## src/iopfr_regs.svh

```systemverilog
`ifndef IOPFR_REGS_SVH
`define IOPFR_REGS_SVH

// ----------------------------------------------------------------
// Register addresses (protocol register numbers)
// ----------------------------------------------------------------
`define IOPFR_ADDR_PULSE_MASK 16'h0A8C
`define IOPFR_ADDR_PULSE_MS 16'h0A8D
`define IOPFR_ADDR_ERR_SUM 16'h0B54
`define IOPFR_ADDR_UC_PRIMARY 16'h0B55
`define IOPFR_ADDR_OC_LOG 16'h0B56
`define IOPFR_ADDR_UC_LOG 16'h0B57
`define IOPFR_ADDR_LOW_THR 16'h0B58
`define IOPFR_ADDR_HIGH_THR 16'h0B59
`define IOPFR_ADDR_UP_BASE 16'h0CE4
`define IOPFR_ADDR_DN_BASE 16'h0D48
`define IOPFR_ADDR_SOL_MS_BASE 16'h0D7A
`define IOPFR_ADDR_SOL_S_BASE 16'h0D98
`define IOPFR_ADDR_SUPPLY_MV 16'h1388
`define IOPFR_ADDR_DRAW_MA 16'h1389
`define IOPFR_ADDR_TEMP 16'h138A
`define IOPFR_ADDR_IO_STATE 16'h138B

// ----------------------------------------------------------------
// Table span, widths and reset values
// ----------------------------------------------------------------
`define IOPFR_NTERM 16
`define IOPFR_W 16
`define IOPFR_TBL_SPAN 16'h0010
`define IOPFR_ZERO 16'h0000
`define IOPFR_ONES 16'hFFFF
`define IOPFR_RST_LOW_THR 16'h0000
`define IOPFR_RST_HIGH_THR 16'hFFFF

// ----------------------------------------------------------------
// Timing
// ----------------------------------------------------------------
`define IOPFR_MS_NS 1000000
`define IOPFR_CLK_NS 8
`define IOPFR_MS_CNT_W 17
`define IOPFR_MS_PER_S 1000
`define IOPFR_MS_LAST 10'h3E7

`endif

```

## src/iopfr_pkg.sv

```systemverilog
package iopfr_pkg;

    // ------------------------------------------------------------
    // Types
    // ------------------------------------------------------------
    typedef logic [15:0] iopfr_word_t;
    typedef logic [9:0] iopfr_ms_t;
    typedef logic [4:0] iopfr_slot_t;

endpackage : iopfr_pkg

```

## src/iopfr_bank.sv

```systemverilog
`timescale 1ns/1ps
`include "iopfr_regs.svh"
// Functional notes
// - Sixteen-bit mask selects terminals 0..15 for a timed on-pulse.
// - Nonzero duration write starts pulse; counts down per millisecond, readable.
// - Tagged terminals driven on while counting, turned off at expiry.
// - Duration zero holds tagged outputs off.
// - Error summary bit n is OR of all fault logs for terminal n.
// - Under-current bit follows fault live on solenoid terminals, auto-clears.
// - Over-current bit sticky on solenoid terminals until software clears.
// - Writable low threshold in mA flags under-current when current below.
// - Writable high threshold in mA flags over-current when current above.
// - Sixteen up timers count whole seconds at 1; write resets.
// - Sixteen down timers count whole seconds at 0; write resets.
// - Sixteen writable solenoid pulse durations in ms, first is terminal 0.
// - Sixteen writable solenoid on/off durations in seconds from base.
// - Read-only supply voltage in millivolts.
// - Current draw in mA; zero when no sensor fitted.
// - Temperature in degrees C as signed 16-bit value.
// - Read-only merged word of input and output terminal states.
// - Down timer held at zero while terminal bit is 1.
module iopfr_bank
    import iopfr_pkg::*;
#(
    parameter int unsigned MS_CYCLES = `IOPFR_MS_NS / `IOPFR_CLK_NS
) (
    input wire logic mclk,
    input wire logic reset_n,
    input wire logic reg_wr,
    input wire logic reg_rd,
    input wire logic [15:0] reg_addr,
    input wire logic [15:0] reg_wdata,
    output logic [15:0] reg_rdata,
    output logic reg_ack,
    output logic reg_exc,
    input wire logic [15:0] io_pin_in,
    input wire logic [15:0] io_out_req,
    input wire logic [15:0] io_is_output,
    input wire logic [15:0] solenoid_terms,
    input wire logic [255:0] term_current_ma,
    input wire logic [15:0] supply_mv,
    input wire logic [15:0] draw_ma,
    input wire logic current_sensor_present,
    input wire logic [15:0] temp_c,
    output logic [15:0] io_drive,
    output logic [255:0] sol_pulse_ms,
    output logic [255:0] sol_onoff_s
);

    // ------------------------------------------------------------
    // Address decode helper
    // ------------------------------------------------------------

    // Hit flag and index for a 16-entry table
    function automatic iopfr_slot_t slot(input logic [15:0] a, input logic [15:0] base);
        logic [15:0] d;
        d = a - base;
        slot = (d < `IOPFR_TBL_SPAN) ? {1'b1, d[3:0]} : 5'h00;
    endfunction : slot

    iopfr_slot_t up_slot;
    iopfr_slot_t dn_slot;
    iopfr_slot_t solms_slot;
    iopfr_slot_t sols_slot;
    assign up_slot = slot(reg_addr, `IOPFR_ADDR_UP_BASE);
    assign dn_slot = slot(reg_addr, `IOPFR_ADDR_DN_BASE);
    assign solms_slot = slot(reg_addr, `IOPFR_ADDR_SOL_MS_BASE);
    assign sols_slot = slot(reg_addr, `IOPFR_ADDR_SOL_S_BASE);

    // ------------------------------------------------------------
    // Pin synchroniser
    // ------------------------------------------------------------
    iopfr_word_t io_meta;
    iopfr_word_t io_sync;

    // Two-stage capture of terminal inputs
    always_ff @(posedge mclk) begin
        if (!reset_n) begin
            io_meta <= `IOPFR_ZERO;
            io_sync <= `IOPFR_ZERO;
        end else begin
            io_meta <= io_pin_in;
            io_sync <= io_meta;
        end
    end

    // ------------------------------------------------------------
    // Millisecond time base
    // ------------------------------------------------------------
    logic [`IOPFR_MS_CNT_W-1:0] ms_cnt;
    logic ms_tick;
    logic pulse_wr;
    localparam logic [`IOPFR_MS_CNT_W-1:0] MS_LAST = `IOPFR_MS_CNT_W'(MS_CYCLES - 1);

    assign ms_tick = (ms_cnt == MS_LAST);
    assign pulse_wr = reg_wr && (reg_addr == `IOPFR_ADDR_PULSE_MS);

    // Free-running, restarted by a duration write for a full first ms
    always_ff @(posedge mclk) begin
        if (!reset_n) begin
            ms_cnt <= '0;
        end else if (pulse_wr || ms_tick) begin
            ms_cnt <= '0;
        end else begin
            ms_cnt <= ms_cnt + `IOPFR_MS_CNT_W'(1);
        end
    end

    // ------------------------------------------------------------
    // Timed pulse
    // ------------------------------------------------------------
    iopfr_word_t pulse_mask;
    iopfr_word_t pulse_ms;
    iopfr_word_t next_io_drive;

    // Pulse mask register
    always_ff @(posedge mclk) begin
        if (!reset_n) begin
            pulse_mask <= `IOPFR_ZERO;
        end else if (reg_wr && (reg_addr == `IOPFR_ADDR_PULSE_MASK)) begin
            pulse_mask <= reg_wdata;
        end
    end

    // Countdown: load on write, step down each ms, rest at zero
    always_ff @(posedge mclk) begin
        if (!reset_n) begin
            pulse_ms <= `IOPFR_ZERO;
        end else if (pulse_wr) begin
            pulse_ms <= reg_wdata;
        end else if (ms_tick && (pulse_ms != `IOPFR_ZERO)) begin
            pulse_ms <= pulse_ms - 16'h0001;
        end
    end

    // Tagged terminals on while counting, off otherwise
    always_comb begin
        next_io_drive = (io_out_req & ~pulse_mask)
                      | (pulse_mask & {`IOPFR_NTERM{pulse_ms != `IOPFR_ZERO}});
    end

    // Registered terminal drive
    always_ff @(posedge mclk) begin
        if (!reset_n) begin
            io_drive <= `IOPFR_ZERO;
        end else begin
            io_drive <= next_io_drive;
        end
    end

    // ------------------------------------------------------------
    // Merged terminal state
    // ------------------------------------------------------------
    iopfr_word_t io_state;
    iopfr_word_t io_state_q;

    assign io_state = (io_is_output & io_drive) | (~io_is_output & io_sync);

    // Previous state for rising-edge detection
    always_ff @(posedge mclk) begin
        if (!reset_n) begin
            io_state_q <= `IOPFR_ZERO;
        end else begin
            io_state_q <= io_state;
        end
    end

    // ------------------------------------------------------------
    // Current thresholds and fault logs
    // ------------------------------------------------------------
    iopfr_word_t low_thr;
    iopfr_word_t high_thr;
    iopfr_word_t uc_now;
    iopfr_word_t oc_now;
    iopfr_word_t uc_log;
    iopfr_word_t oc_log;
    iopfr_word_t oc_clr;
    iopfr_word_t err_sum;
    iopfr_word_t cur [`IOPFR_NTERM];

    // Threshold registers
    always_ff @(posedge mclk) begin
        if (!reset_n) begin
            low_thr <= `IOPFR_RST_LOW_THR;
            high_thr <= `IOPFR_RST_HIGH_THR;
        end else if (reg_wr) begin
            if (reg_addr == `IOPFR_ADDR_LOW_THR) begin
                low_thr <= reg_wdata;
            end
            if (reg_addr == `IOPFR_ADDR_HIGH_THR) begin
                high_thr <= reg_wdata;
            end
        end
    end

    // Per-terminal comparisons, solenoid terminals only
    for (genvar i = 0; i < `IOPFR_NTERM; i++) begin : g_cmp
        assign cur[i] = term_current_ma[i*`IOPFR_W +: `IOPFR_W];
        assign uc_now[i] = solenoid_terms[i] && (cur[i] < low_thr);
        assign oc_now[i] = solenoid_terms[i] && (cur[i] > high_thr);
    end

    assign oc_clr = (reg_wr && (reg_addr == `IOPFR_ADDR_OC_LOG)) ? reg_wdata : `IOPFR_ZERO;

    // Live under-current log
    always_ff @(posedge mclk) begin
        if (!reset_n) begin
            uc_log <= `IOPFR_ZERO;
        end else begin
            uc_log <= uc_now;
        end
    end

    // Sticky over-current log, new fault beats clear
    always_ff @(posedge mclk) begin
        if (!reset_n) begin
            oc_log <= `IOPFR_ZERO;
        end else begin
            oc_log <= (oc_log & ~oc_clr) | oc_now;
        end
    end

    assign err_sum = uc_log | oc_log;

    // ------------------------------------------------------------
    // Per-terminal seconds timers
    // ------------------------------------------------------------
    iopfr_ms_t up_ms [`IOPFR_NTERM];
    iopfr_ms_t dn_ms [`IOPFR_NTERM];
    iopfr_word_t up_s [`IOPFR_NTERM];
    iopfr_word_t dn_s [`IOPFR_NTERM];

    for (genvar i = 0; i < `IOPFR_NTERM; i++) begin : g_tmr
        logic up_hit;
        logic dn_hit;
        assign up_hit = reg_wr && up_slot[4] && (up_slot[3:0] == 4'(i));
        assign dn_hit = reg_wr && dn_slot[4] && (dn_slot[3:0] == 4'(i));

        // Up timer restarts on each rise, holds last on-time while low
        always_ff @(posedge mclk) begin
            if (!reset_n) begin
                up_ms[i] <= '0;
                up_s[i] <= `IOPFR_ZERO;
            end else if (up_hit || (io_state[i] && !io_state_q[i])) begin
                up_ms[i] <= '0;
                up_s[i] <= `IOPFR_ZERO;
            end else if (io_state[i] && ms_tick) begin
                if (up_ms[i] == `IOPFR_MS_LAST) begin
                    up_ms[i] <= '0;
                    up_s[i] <= up_s[i] + 16'h0001;
                end else begin
                    up_ms[i] <= up_ms[i] + 10'h001;
                end
            end
        end

        // Down timer held at zero while terminal is high
        always_ff @(posedge mclk) begin
            if (!reset_n) begin
                dn_ms[i] <= '0;
                dn_s[i] <= `IOPFR_ZERO;
            end else if (dn_hit || io_state[i]) begin
                dn_ms[i] <= '0;
                dn_s[i] <= `IOPFR_ZERO;
            end else if (ms_tick) begin
                if (dn_ms[i] == `IOPFR_MS_LAST) begin
                    dn_ms[i] <= '0;
                    dn_s[i] <= dn_s[i] + 16'h0001;
                end else begin
                    dn_ms[i] <= dn_ms[i] + 10'h001;
                end
            end
        end
    end

    // ------------------------------------------------------------
    // Solenoid timing tables
    // ------------------------------------------------------------
    iopfr_word_t sol_ms [`IOPFR_NTERM];
    iopfr_word_t sol_s [`IOPFR_NTERM];

    for (genvar i = 0; i < `IOPFR_NTERM; i++) begin : g_sol
        // Table entry writes
        always_ff @(posedge mclk) begin
            if (!reset_n) begin
                sol_ms[i] <= `IOPFR_ZERO;
                sol_s[i] <= `IOPFR_ZERO;
            end else if (reg_wr) begin
                if (solms_slot[4] && (solms_slot[3:0] == 4'(i))) begin
                    sol_ms[i] <= reg_wdata;
                end
                if (sols_slot[4] && (sols_slot[3:0] == 4'(i))) begin
                    sol_s[i] <= reg_wdata;
                end
            end
        end
        assign sol_pulse_ms[i*`IOPFR_W +: `IOPFR_W] = sol_ms[i];
        assign sol_onoff_s[i*`IOPFR_W +: `IOPFR_W] = sol_s[i];
    end

    // ------------------------------------------------------------
    // Read mux and response
    // ------------------------------------------------------------
    iopfr_word_t next_rdata;
    logic rd_hit;
    logic wr_ok;

    // Read data selection
    always_comb begin
        next_rdata = `IOPFR_ZERO;
        rd_hit = 1'b1;
        if (up_slot[4]) begin
            next_rdata = up_s[up_slot[3:0]];
        end else if (dn_slot[4]) begin
            next_rdata = dn_s[dn_slot[3:0]];
        end else if (solms_slot[4]) begin
            next_rdata = sol_ms[solms_slot[3:0]];
        end else if (sols_slot[4]) begin
            next_rdata = sol_s[sols_slot[3:0]];
        end else begin
            unique case (reg_addr)
                `IOPFR_ADDR_PULSE_MASK: next_rdata = pulse_mask;
                `IOPFR_ADDR_PULSE_MS: next_rdata = pulse_ms;
                `IOPFR_ADDR_ERR_SUM: next_rdata = err_sum;
                `IOPFR_ADDR_UC_PRIMARY: next_rdata = uc_log;
                `IOPFR_ADDR_OC_LOG: next_rdata = oc_log;
                `IOPFR_ADDR_UC_LOG: next_rdata = uc_log;
                `IOPFR_ADDR_LOW_THR: next_rdata = low_thr;
                `IOPFR_ADDR_HIGH_THR: next_rdata = high_thr;
                `IOPFR_ADDR_SUPPLY_MV: next_rdata = supply_mv;
                `IOPFR_ADDR_DRAW_MA: begin
                    next_rdata = current_sensor_present ? draw_ma : `IOPFR_ZERO;
                end
                `IOPFR_ADDR_TEMP: next_rdata = temp_c;
                `IOPFR_ADDR_IO_STATE: next_rdata = io_state;
                default: rd_hit = 1'b0;
            endcase
        end
    end

    // Writable addresses; readouts refuse writes
    assign wr_ok = rd_hit
                && (reg_addr != `IOPFR_ADDR_SUPPLY_MV)
                && (reg_addr != `IOPFR_ADDR_DRAW_MA)
                && (reg_addr != `IOPFR_ADDR_TEMP)
                && (reg_addr != `IOPFR_ADDR_IO_STATE);

    // One-cycle answer after each request
    always_ff @(posedge mclk) begin
        if (!reset_n) begin
            reg_rdata <= `IOPFR_ZERO;
            reg_ack <= 1'b0;
            reg_exc <= 1'b0;
        end else begin
            reg_ack <= (reg_rd && rd_hit) || (reg_wr && wr_ok);
            reg_exc <= (reg_rd && !rd_hit) || (reg_wr && !wr_ok);
            if (reg_rd && rd_hit) begin
                reg_rdata <= next_rdata;
            end
        end
    end

endmodule : iopfr_bank

```

## config.mk

```make
export PLATFORM = sky130hd
export DESIGN_NAME = iopfr_bank
export DESIGN_NICKNAME = d
export VERILOG_FILES = /design/src/iopfr_pkg.sv /design/src/iopfr_bank.sv
export VERILOG_INCLUDE_DIRS = /design/src /design/src/src
export SDC_FILE = /design/constraint.sdc
export NUM_CORES = 2
export LEC_CHECK = 0
export BUFFER_PORTS_ARGS = -buffer_cell sky130_fd_sc_hd__buf_2
export CORE_MARGIN = 2
export CORE_UTILIZATION = 35
export DETAILED_ROUTE_END_ITERATION = 12
export SLEW_MARGIN = 5
export SYNTH_ARGS = -nofsm -noshare
export SYNTH_HDL_FRONTEND = slang
export SYNTH_SLANG_ARGS = --single-unit
```

## constraint.sdc

```tcl
create_clock -name mclk -period 6.25 [get_ports mclk]
set_clock_uncertainty 0.2 [all_clocks]
set_input_delay 0.9375 -clock mclk [delete_from_list [all_inputs] [get_ports mclk]]
set_output_delay 0.9375 -clock mclk [all_outputs]
set_load 0.005 [all_outputs]
```

==> impl_results.md <==
- Number of synthesized register bits: 1539
- Clock transition at path regs: 0.06 ns
- Post-DR vias/cell: 5.828
- Per-cell routed wire length: 31.21 microns
- Worst-Margin Slew: 1.547 ns
- Vias: 76980
- Worst setup EP type: register
- Clock Power Share: 41.1%
- Final setup fails: 0
- Die area: 264100 sq um
- DP Worst Slack: 0.5357 ns
- Core area: 259000 sq um
- Number of global-route vias before repair: 74330
- Commonest non-fill, non-tap cell in the layout: edfxtp_1
- Status: finished, violations left
- Endpoints failing hold: 0
- Die Wd: 513.9 microns
- Htree depth: 4
- Internal power: 18560 uW
- Unrepaired setup endpoints after global routing: false
- Max Clock Freq: 0.1988 GHz
- Synth unique cells: 108
- Slew headroom: -3.212%
- Post-route ant nets: 0
- Postcts setup bufs: 0
- Nature of the critical path startpoint: input pin
- Sink Count: 1539
- Gate power share: 10.8%
- Initial Util: 35.13%
- Min Clock Period, post-route: 5.031 ns
- Crit path arrival time: 5.42 ns
- Post-Syn Area: 90990 sq um
- Root buf cell: clkbuf_16
- Hold WC Path Type: input pin to register
- Placed cell areas: 100600 sq um
- Failing checks: capacitance limit, slew limit
- CP Max Fanout: 17
- Worst VDD drop: 0.0002602 V
- P_sw: 6984 uW
- IO Pins: 951
- Avg Inst Size Synth: 10.58 sq um
- Number of hold buffers added after cts: 0
- Post-synth ARST share: 0%
- Drt drc: 0
- Commonest non-fill, non-tap cells in the layout: edfxtp_1, nor2_1, buf_2
- Share of cells above drive strength 1: 18.27%
- Largest net degree at the start of global routing: 88
- Mapped Cells: 8604
- Hpwl dp: 313.2 mm
- Post-route cell area: 106500 sq um
- Gr ovfl total: 0
- Max-cap viol count: 1
- Req. time, crit path: 6.64 ns
- Nets: 10540
- Period utilization: 80.50%
- P per Cell Area: 239.8 nW/um^2
- Max Slew Vio Count: 9
- Clock Path Buffers: 3
- Clk Latency, worst-skew pair: 0.86 ns
- Total GRT Usage: 30.30%
- Sw Share: 27.34%
- Routed WL: 412.3 mm
- Number of synthesized flops with an enable pin: 1344
- Die H: 513.9 microns
- Inserted Clock Buffers: 175
- Net Count, Synth: 9580
- DR iter-0 viols: 8550
- Setup ws final: 1.219 ns
- Row Count: 187
- Post-cts resize count: 0
- Sequential group share of total power: 48.1%
- Detailed Routing Iterations Pass 1: 7
- Sequential area share after synthesis: 48.65%
- CTS tree: yes
- Routability cong.: 1.016
- Ys flop type: edfxtp_1
- Static Leak: 0.04016 uW
- WS Path Type: input pin to register
- Area Overhead vs Synth: 17.08%
- Ys Warns: 0
- Setup_tns: 0 ns
- First-pass GRT wire length: 570.1 mm
- Total power draw: 25550 uW
- Initial antenna violation count: 100
- I/O Buffers: 950
-- metal layers --
layer  wire (microns)  GRT usage, %
met5              130             0
met4            37860         24.02
met3            42590         8.408
met2           179500         45.84
met1           152200         36.22
-- path summary, 6_finish.rpt --
path           startpoint           to  slack [ns]  cells after the start
max           reg_addr[3]  up_s[7][13]        1.22                     14
min          io_pin_in[9]   io_meta[9]        0.09                      2
max reg2reg     ms_cnt[0]   up_s[5][2]        1.82                     11
min reg2reg   io_meta[13]  io_sync[13]        0.24                      1
-- cell families after synthesis --
group	after synthesis	share of synthesized area (%)
adder cells (fa/ha/maj)	571	7.852
buffers and inverters	598	2.687
flip-flops	1539	48.65
XOR/XNOR	742	7.142
AND/OR/NAND/NOR	3653	19.84
multiplexers	270	4.710
AO/OA/AOI/OAI	1231	9.121
-- through the flow --
stage          util [%]  instances  hold slack (ns)
2_1_floorplan         -       8604           0.2119
3_3_place_gp      38.83      12790           0.2153
3_5_place_dp      38.83      12790           0.2188
4_1_cts           41.04      13120          0.03358
5_1_grt           41.10      13180          0.07461
6_report          41.13      13210          0.09266
-- power by group through the flow --
stage / sequential, uW / combinational (uW) / clock (uW)
global route: 12300 / 2880 / 11000
CTS: 12300 / 2690 / 10600
floorplan: 12200 / 1300 / 0
detailed placement: 12500 / 2670 / 0
finish: 12300 / 2750 / 10500
global placement: 12500 / 2650 / 0
-- flip-flops by register name (all words and copies together), names as in the netlist --
signal / count
dn_ms: 160
reg_rdata: 16
reg_exc: 1
up_s: 256
dn_s: 256
pulse_ms: 16
uc_log: 16
up_ms: 160
pulse_mask: 16
io_drive: 16
sol_ms: 256
io_sync: 16
high_thr: 16
io_state_q: 16
low_thr: 16
ms_cnt: 17
io_meta: 16
sol_s: 256
oc_log: 16
reg_ack: 1
-- synthesized netlist by cell type, types with 15 or more instances --
cell	count	area [sq um]
edfxtp_1	1344	40360
nor2_1	1253	4703
nand2_1	602	2260
ha_1	571	7144
and2_1	570	3566
nand3_1	411	2057
xor2_1	375	3284
xnor2_1	367	3214
a21oi_1	312	1562
clkbuf_1	279	1047
o21ai_0	200	1001
dfxtp_1	195	3904
nand4_1	182	1139
inv_1	179	671.9
and3_1	166	1039
a21o_1	155	1164
mux4_2	123	2770
mux2i_1	112	1121
nor3_1	91	455.4
buf_2	90	450.4
nor2b_1	76	475.5
nand2b_1	68	425.4
a211oi_1	65	488.0
a22oi_1	65	488.0
a221oi_1	61	534.3
o211ai_1	54	405.4
o21a_1	51	382.9
nand4b_1	50	437.9
and4_1	40	350.3
a31oi_1	36	225.2
mux2_2	35	394.1
or2_2	35	219.0
buf_1	29	108.9
o2111ai_1	29	254.0
nor4_1	18	112.6
a221o_1	17	170.2
o221ai_1	16	140.1
o22ai_1	15	93.84
-- critical path, stage by stage --
cell and delay [ns]:
buf_4 0.20, inv_1 0.12, ha_1 0.25, a21boi_0 0.35
xnor2_1 0.11, nor4b_1 0.40, nand4_1 0.59, buf_4 0.42
nor2_2 0.55, nand3_1 0.31, nand4b_1 0.35, or2_2 0.39
o2111ai_1 0.17, buf_4 0.24
-- cell type report --
type                       count  area [sq um]
antenna                       94         235.2
clock buffer                 229          4733
clock inverter                93         989.7
fill                       24870        152500
inverter                     181         683.2
multi-input combinational   6467         44590
sequential                  1539         44260
tap                         3402          4257
timing repair buffer        1204          6780
Power figures use the tool's default switching activity.
